--- src/verilog/adc_ctrl_pkg.sv ---
package adc_ctrl_pkg;

  // ***************************************************
  // register map (byte offsets on the plain port)
  // ***************************************************
  localparam int ADDR_W = 4;
  localparam int DATA_W = 8;
  localparam logic [ADDR_W-1:0] OFF_CTRL0 = 4'h0;
  localparam logic [ADDR_W-1:0] OFF_CTRL1 = 4'h1;
  localparam logic [ADDR_W-1:0] OFF_PIN_EN = 4'h2;
  localparam logic [ADDR_W-1:0] OFF_RES_LO = 4'h3;
  localparam logic [ADDR_W-1:0] OFF_RES_HI = 4'h4;
  localparam logic [ADDR_W-1:0] OFF_IRQ_STAT = 4'h5;
  localparam logic [ADDR_W-1:0] OFF_IRQ_MASK = 4'h6;

  // ***************************************************
  // field positions
  // ***************************************************
  localparam int START_BIT = 7;
  localparam int BUSY_BIT = 6;
  localparam int PWR_OFF_BIT = 5;
  localparam int DONE_BIT = 0;
  localparam int SEL_W = 3;
  localparam int PIN_W = 4;
  localparam int RES_W = 12;
  localparam int RES_LO_W = 8;

  // ***************************************************
  // reset values
  // ***************************************************
  localparam logic [PIN_W-1:0] PIN_EN_RST = 4'hf;
  localparam logic [SEL_W-1:0] DIV_SEL_RST = 3'h0;
  localparam logic PWR_OFF_RST = 1'h1;
  localparam logic [RES_W-1:0] RESULT_RST = 12'h000;

  // ***************************************************
  // timing
  // ***************************************************
  localparam int CONV_TICKS = 16;
  localparam int TICK_CNT_W = 4;
  localparam logic [TICK_CNT_W-1:0] CONV_LAST =
    TICK_CNT_W'(CONV_TICKS - 1);
  localparam logic [SEL_W-1:0] DIV_SEL_UNDEF = 3'h7;
  localparam logic [SEL_W-1:0] DIV_SEL_MAX = 3'h6;
  localparam int DIV_CNT_W = 6;

  // ***************************************************
  // carriers and states
  // ***************************************************
  typedef struct packed {
    logic [ADDR_W-1:0] addr;
    logic [DATA_W-1:0] wdata;
    logic wr;
    logic rd;
  } bus_req_type;

  typedef enum logic [2:0] {
    ST_IDLE = 3'b001,
    ST_HOLD = 3'b010,
    ST_CONV = 3'b100
  } conv_state_type;

endpackage

--- src/verilog/adc_conversion_control.sv ---
// Overview of operation
// RL1: three-bit select divides sys clock 1..64
// RL2: conversion clock comes only from sys clock
// RL3: software keeps clock period 0.5 to 10 us
// RL4: pin enable bits route pins to channels
// RL5: upper four pin enable bits read zero
// RL6: conversion starts after full start pulse
// RL7: start held high resets converter, busy set
// RL8: busy clears itself when conversion ends
// RL9: end of conversion always sets request flag
// RL10: interrupt output only when enable set
// RL11: software may poll busy when interrupt off
// RL12: conversion lasts sixteen conversion clock periods
// RL13: power off bit shuts converter down
// RL14: software clears start before the pulse
// RL15: result readable as low and high byte
// RL16: busy stays high from start fall to end
module adc_conversion_control (
  input wire logic sys_clk_i,
  input wire logic rst_i,
  input wire adc_ctrl_pkg::bus_req_type bus_i,
  output logic [adc_ctrl_pkg::DATA_W-1:0] rdata_o,
  input wire logic [adc_ctrl_pkg::RES_W-1:0] conv_data_i,
  output logic conv_clk_en_o,
  output logic converter_reset_o,
  output logic converter_power_off_o,
  output logic [adc_ctrl_pkg::PIN_W-1:0] analog_pin_enable_o,
  output logic irq_o
);
  import adc_ctrl_pkg::*;

  // ***************************************************
  // state
  // ***************************************************
  conv_state_type state;
  conv_state_type next_state;
  logic start;
  logic next_start;
  logic converter_power_off;
  logic next_power_off;
  logic [SEL_W-1:0] conv_clock_divider_select;
  logic [SEL_W-1:0] next_div_sel;
  logic [PIN_W-1:0] analog_input_pin_enable;
  logic [PIN_W-1:0] next_pin_en;
  logic irq_status;
  logic next_irq_status;
  logic irq_mask;
  logic next_irq_mask;
  logic [TICK_CNT_W-1:0] tick_cnt;
  logic [TICK_CNT_W-1:0] next_tick_cnt;
  logic [RES_W-1:0] result;
  logic [RES_W-1:0] next_result;
  logic [DATA_W-1:0] next_rdata;
  logic conversion_busy_flag;
  logic start_rise;
  logic conv_done;
  logic div_clear;
  logic tick;

  // ***************************************************
  // conversion clock
  // ***************************************************
  // divider held cleared while converter is in reset, so the
  // sixteen periods are counted from the falling start edge
  assign div_clear = (state != ST_CONV);

  conv_clock_divider #(
    .CNT_W(DIV_CNT_W)
  ) u_div (
    .sys_clk_i(sys_clk_i),
    .rst_i(rst_i),
    .clear_i(div_clear),
    .sel_i(conv_clock_divider_select),
    .tick_o(tick)
  );

  assign conversion_busy_flag = (state != ST_IDLE);

  // ***************************************************
  // next values
  // ***************************************************
  always_comb begin
    next_start = start;
    next_power_off = converter_power_off;
    next_div_sel = conv_clock_divider_select;
    next_pin_en = analog_input_pin_enable;
    next_irq_status = irq_status;
    next_irq_mask = irq_mask;
    next_state = state;
    next_tick_cnt = tick_cnt;
    next_result = result;
    next_rdata = '0;
    conv_done = 1'b0;

    // register writes
    if (bus_i.wr) begin
      if (bus_i.addr == OFF_CTRL0) begin
        next_start = bus_i.wdata[START_BIT];
        next_power_off = bus_i.wdata[PWR_OFF_BIT];
      end else if (bus_i.addr == OFF_CTRL1) begin
        next_div_sel = bus_i.wdata[SEL_W-1:0]; // [RL1]
      end else if (bus_i.addr == OFF_PIN_EN) begin
        next_pin_en = bus_i.wdata[PIN_W-1:0]; // [RL4]
      end else if (bus_i.addr == OFF_IRQ_STAT) begin
        if (bus_i.wdata[DONE_BIT]) begin
          next_irq_status = 1'b0;
        end
      end else if (bus_i.addr == OFF_IRQ_MASK) begin
        next_irq_mask = bus_i.wdata[DONE_BIT];
      end
    end

    start_rise = next_start && !start;

    // conversion sequence
    case (state)
      ST_IDLE: begin
        if (start_rise) begin
          next_state = ST_HOLD; // [RL7]
        end
      end
      ST_HOLD: begin
        // only the falling half of the pulse starts work
        if (!next_start) begin
          if (next_power_off) begin
            next_state = ST_IDLE; // [RL13]
          end else begin
            next_state = ST_CONV; // [RL6] [RL16]
            next_tick_cnt = '0;
          end
        end
      end
      ST_CONV: begin
        // a fresh start edge wins so busy and reset follow it even
        // while powering down; the release then aborts from hold
        if (start_rise) begin
          next_state = ST_HOLD; // [RL7]
        end else if (next_power_off) begin
          // powering down abandons the conversion, no request
          next_state = ST_IDLE; // [RL13]
        end else if (tick) begin
          if (tick_cnt == CONV_LAST) begin
            next_state = ST_IDLE; // [RL8] [RL12]
            conv_done = 1'b1;
          end else begin
            next_tick_cnt = tick_cnt + TICK_CNT_W'(1);
          end
        end
      end
      default: begin
        next_state = ST_IDLE;
      end
    endcase

    if (conv_done) begin
      next_result = conv_data_i; // [RL15]
      // set beats a same-cycle write-one clear
      next_irq_status = 1'b1; // [RL9]
    end

    // register reads
    if (bus_i.rd) begin
      if (bus_i.addr == OFF_CTRL0) begin
        next_rdata[START_BIT] = start;
        next_rdata[BUSY_BIT] = conversion_busy_flag; // [RL8]
        next_rdata[PWR_OFF_BIT] = converter_power_off;
      end else if (bus_i.addr == OFF_CTRL1) begin
        next_rdata[SEL_W-1:0] = conv_clock_divider_select;
      end else if (bus_i.addr == OFF_PIN_EN) begin
        // bits 7..4 stay zero
        next_rdata[PIN_W-1:0] = analog_input_pin_enable; // [RL5]
      end else if (bus_i.addr == OFF_RES_LO) begin
        next_rdata = result[RES_LO_W-1:0]; // [RL15]
      end else if (bus_i.addr == OFF_RES_HI) begin
        next_rdata[RES_W-RES_LO_W-1:0] =
          result[RES_W-1:RES_LO_W]; // [RL15]
      end else if (bus_i.addr == OFF_IRQ_STAT) begin
        next_rdata[DONE_BIT] = irq_status;
      end else if (bus_i.addr == OFF_IRQ_MASK) begin
        next_rdata[DONE_BIT] = irq_mask;
      end
    end
  end

  // ***************************************************
  // registers
  // ***************************************************
  always_ff @(posedge sys_clk_i) begin
    if (rst_i) begin
      state <= ST_IDLE;
      start <= 1'b0;
      converter_power_off <= PWR_OFF_RST;
      conv_clock_divider_select <= DIV_SEL_RST;
      analog_input_pin_enable <= PIN_EN_RST;
      irq_status <= 1'b0;
      irq_mask <= 1'b0;
      tick_cnt <= '0;
      result <= RESULT_RST;
      rdata_o <= '0;
      conv_clk_en_o <= 1'b0;
      converter_reset_o <= 1'b0;
      converter_power_off_o <= PWR_OFF_RST;
      analog_pin_enable_o <= PIN_EN_RST;
      irq_o <= 1'b0;
    end else begin
      state <= next_state;
      start <= next_start;
      converter_power_off <= next_power_off;
      conv_clock_divider_select <= next_div_sel;
      analog_input_pin_enable <= next_pin_en;
      irq_status <= next_irq_status;
      irq_mask <= next_irq_mask;
      tick_cnt <= next_tick_cnt;
      result <= next_result;
      rdata_o <= next_rdata;
      conv_clk_en_o <= tick && (state == ST_CONV); // [RL2]
      converter_reset_o <= (next_state == ST_HOLD); // [RL7]
      converter_power_off_o <= next_power_off; // [RL13]
      analog_pin_enable_o <= next_pin_en; // [RL4]
      irq_o <= next_irq_status && next_irq_mask; // [RL10]
    end
  end

  logic [11:0] conv_cycles;
  logic [6:0] div_ratio;
  logic sel_moved;
  // a divider rewrite mid-conversion makes the length unpredictable
  always_ff @(posedge sys_clk_i) begin
    if (rst_i || state != ST_CONV) begin
      conv_cycles <= '0;
      sel_moved <= 1'b0;
    end else begin
      conv_cycles <= conv_cycles + 12'h001;
      sel_moved <= sel_moved || (next_div_sel != conv_clock_divider_select);
    end
  end
  always_comb begin
    div_ratio = (conv_clock_divider_select == DIV_SEL_UNDEF) ?
      7'h40 : 7'(7'h01 << conv_clock_divider_select);
  end
endmodule // adc_conversion_control

--- src/verilog/conv_clock_divider.sv ---
module conv_clock_divider #(
  parameter int CNT_W = 6
) (
  input wire logic sys_clk_i,
  input wire logic rst_i,
  input wire logic clear_i,
  input wire logic [adc_ctrl_pkg::SEL_W-1:0] sel_i,
  output logic tick_o
);
  import adc_ctrl_pkg::*;

  if (CNT_W < DIV_CNT_W) begin : g_chk
    $error("divider counter too narrow for divide by 64");
  end

  logic [CNT_W-1:0] count;
  logic [CNT_W-1:0] next_count;
  logic next_tick;
  logic [SEL_W-1:0] sel_eff;
  logic [CNT_W-1:0] limit;

  always_comb begin
    // the undefined code runs as the slowest rate, never faster
    sel_eff = (sel_i == DIV_SEL_UNDEF) ? DIV_SEL_MAX : sel_i;
    limit = CNT_W'((64'(1) << sel_eff) - 64'(1));
    next_count = count;
    next_tick = 1'b0;
    if (clear_i) begin
      next_count = '0;
    end else if (count >= limit) begin
      next_count = '0;
      next_tick = 1'b1;
    end else begin
      next_count = count + CNT_W'(1);
    end
  end

  // only source is sys_clk_i, undivided or divided [RL2]
  always_ff @(posedge sys_clk_i) begin
    if (rst_i) begin
      count <= '0;
      tick_o <= 1'b0;
    end else begin
      count <= next_count; // [RL1]
      tick_o <= next_tick;
    end
  end

  logic [CNT_W:0] since;
  logic seen;
  logic [SEL_W-1:0] last_sel;
  // a select change voids the next spacing check
  always_ff @(posedge sys_clk_i) begin
    last_sel <= sel_i;
    if (rst_i || clear_i) begin
      since <= '0;
      seen <= 1'b0;
    end else if (tick_o) begin
      since <= (CNT_W+1)'(1);
      seen <= (sel_i == last_sel);
    end else begin
      since <= since + (CNT_W+1)'(1);
      if (sel_i != last_sel) begin
        seen <= 1'b0;
      end
    end
  end
endmodule // conv_clock_divider
--- config.mk ---
export PLATFORM = sky130hd
export DESIGN_NAME = adc_conversion_control
export DESIGN_NICKNAME = d
export VERILOG_FILES = /design/src/verilog/adc_ctrl_pkg.sv /design/src/verilog/adc_conversion_control.sv /design/src/verilog/conv_clock_divider.sv
export SDC_FILE = /design/constraint.sdc
export NUM_CORES = 1
export LEC_CHECK = 0
export BUFFER_PORTS_ARGS = -buffer_cell sky130_fd_sc_hd__buf_2
export CAP_MARGIN = 20
export CORE_ASPECT_RATIO = 0.6
export CORE_MARGIN = 2
export CORE_UTILIZATION = 59
export CTS_CLUSTER_DIAMETER = 50
export CTS_CLUSTER_SIZE = 30
export DETAILED_ROUTE_END_ITERATION = 16
export PLACE_DENSITY_LB_ADDON = 0.15
export REMOVE_ABC_BUFFERS = 1
export SETUP_SLACK_MARGIN = 0.4
export SYNTH_ARGS = -nofsm -noshare
export SYNTH_HDL_FRONTEND = slang
export SYNTH_SLANG_ARGS = --single-unit
--- constraint.sdc ---
create_clock -name sys_clk_i -period 3.23 [get_ports sys_clk_i]
set_input_delay 0.323 -clock sys_clk_i [delete_from_list [all_inputs] [get_ports sys_clk_i]]
set_output_delay 0.323 -clock sys_clk_i [all_outputs]
set_load 0.05 [all_outputs]
==> results.txt <==
Synth async-reset ratio -> 0%
max-cap violations -> 0
register area share after synthesis -> 40.4%
CTS tree -> done
Total GRT Usage -> 23.7%
Yosys reg bits -> 48
Nets -> 347
EDFF count, synth -> 0
setup TNS -> 0 ns
Worst setup EP type -> flop
post-CTS setup buffer count -> 0
post-place setup slack -> 1.19 ns
Syn. warnings -> 0
Pleak -> 1.18 nW
DP Wirelength -> 3690 um
RSZ-0062 raised after global routing -> false
DRT iter0 DRCs -> 97
Peak supply drop -> 0.255 mV
final-report hold violation count -> 0
arrival time worst endpoint -> 2.21 ns
CTS clk-pin slew, worst paths -> 0.08 ns
Post-Synthesis Cells -> 274
final non-filler cell total -> 358
Worst Setup Start Kind -> flop
skew final -> 0.00338 ns
clk buf depth -> 2
main area contributors after synthesis -> dfxtp_1, mux2i_1, a21oi_1
worst hold path type -> input pin to flop
P per Cell Area -> 394 mW/mm2
fin crit period -> 2.04 ns
average footprint of a synthesized cell -> 8.69 um2
# diodes -> 0
Residual DRC -> 0
TritonCTS Buffers -> 5
Root Driver -> clkbuf_8
Cell variety after synth -> 48
largest net degree at the start of global routing -> 34
H-tree levels -> 2
fillers -> 300
R2R cell count -> 4
worst relative slew slack -> 59.9%
number of gates given a new drive strength after cts -> 0
largest area contributor in the netlist -> dfxtp_1
Vias -> 2088
Die Width -> 86.0 um
Finish-stage setup viols -> 0
die height -> 53.2 um
Peak Freq -> 490 MHz
number of buffers inserted by hold repair at cts -> 0
crit path kind -> flop to flop
initial antenna violation count -> 0
global-route wire length before repair -> 8360 um
drt first pass iters -> 4
placed insts -> 351
Final period util -> 63.1%
Starting Density -> 63.2%
commonest cells in the netlist -> dfxtp_1, nor2_1, a21oi_1
vias in the first global route -> 1820
ANT nets after route -> 0
Mapped Area -> 0.00238 mm2
Die Area -> 0.00458 mm2
GR Overflow Total -> 0
WL per Instance -> 14.1 um
most frequent cell after synthesis -> dfxtp_1
io pins -> 44
standard-cell rows -> 17
run status -> complete, no violations
CP Max Fanout -> 12
WHS -> 0.261 ns
Worst-Margin Slew -> 0.600 ns
Critical Path RT -> 3.40 ns
Core Util, Final -> 71.4%
hold-critical path depth -> 3
Sink Count -> 48
Yosys top cell area share -> 40.4%
Setup WS post-layout -> 1.19 ns
Final GP Congestion -> 0.864
Clk Latency, worst-skew pair -> 0.29 ns
Port Buffers -> 41
DRT Wirelength -> 5060 um
total core area -> 0.00376 mm2
share of cells above drive strength 1 -> 19.0%
Vias/cell -> 5.83
Synth Flop Type -> dfxtp_1
area grow syn2layout -> 12.9%
Slew Limit Fails -> 0
critical path: stages (launching register included):
cell and delay [ns]:
dfxtp_1 0.54, or3b_1 0.57, a21oi_1 0.28, a21oi_1 0.10
a2111oi_0 0.43
per-layer routing:
layer / wire length [um] / vias to the layer above / track usage, %
met4: 37 / 0 / 5.82
li1: - / 1054 / -
met5: 0 / - / 0
met2: 2110 / 66 / 35.9
met3: 383 / 5 / 5.46
met1: 2530 / 963 / 34.2
cell families after synthesis:
group	after synthesis	share of synthesized area, %
AOI/OAI and AO/OA	64	17.2
xor gates and xnor gates	5	1.84
adders and majority gates	8	4.20
buffers and inverters	18	3.52
DFF	48	40.4
muxes	17	7.15
and+or+nand+nor	114	25.7
registers in the layout, summed over array words and instances, names as in the netlist:
| register | count |
|---|---|
| irq_mask | 1 |
| rdata_o | 8 |
| converter_power_off | 1 |
| conv_clk_en_o | 1 |
| irq_o | 1 |
| result | 12 |
| converter_reset_o | 1 |
| u_div.tick_o | 1 |
| irq_status | 1 |
| conv_clock_divider_select | 3 |
| tick_cnt | 4 |
| u_div.count | 6 |
| start | 1 |
| analog_input_pin_enable | 4 |
| state | 3 |
path summary, 6_finish.rpt:
kind,slack (ns),endpoint,from
min reg2reg,0.47,rdata_o[7],result[7]
max,1.19,state[2],state[2]
min,0.26,result[9],conv_data_i[9]
max reg2reg,1.19,state[2],state[2]
per-stage QoR:
stage | area (um2) | power [mW]
after floorplan | 2320 | 0.654
after global placement | 2590 | 0.695
after detailed placement | 2590 | 0.696
after CTS | 2690 | 1.06
after global routing | 2690 | 1.10
final | 2690 | 1.06
where the power goes:
group / total (mW) / internal, mW / leakage, nW / switching (mW)
clock: 0.375 / 0.191 / 0.0503 / 0.185
combinational: 0.0850 / 0.0309 / 0.745 / 0.0541
sequential: 0.598 / 0.594 / 0.387 / 0.00354
total: 1.06 / 0.816 / 1.18 / 0.242
cell usage in the layout, fill, tap and decap left out, drive strengths merged, types with 3 or more instances in the layout:
cell / synthesis / routed
buf: 4 / 42
inv: 6 / 6
ha: 8 / 8
nor2: 26 / 26
o21ai: 18 / 18
nor3: 8 / 8
xnor2: 3 / 3
mux2i: 17 / 17
dfxtp: 48 / 48
and3: 6 / 6
nand2b: 6 / 6
a21o: 4 / 4
or3b: 4 / 4
clkbuf: 8 / 7
nand3: 15 / 15
or2: 3 / 3
a21oi: 25 / 25
nor2b: 8 / 8
nand3b: 7 / 7
o21bai: 3 / 3
nand2: 21 / 21
final cells by class:
type                            count  area [um2]  area share (%)
Timing Repair Buffer               42         213            7.91
Multi-Input combinational cell    208        1340            49.7
Sequential cell                    48         961            35.8
Clock buffer                        7        96.3            3.58
Tap cell                           47        58.8            2.19
Inverter                            6        22.5           0.838
(Power assumes the default switching activity.)
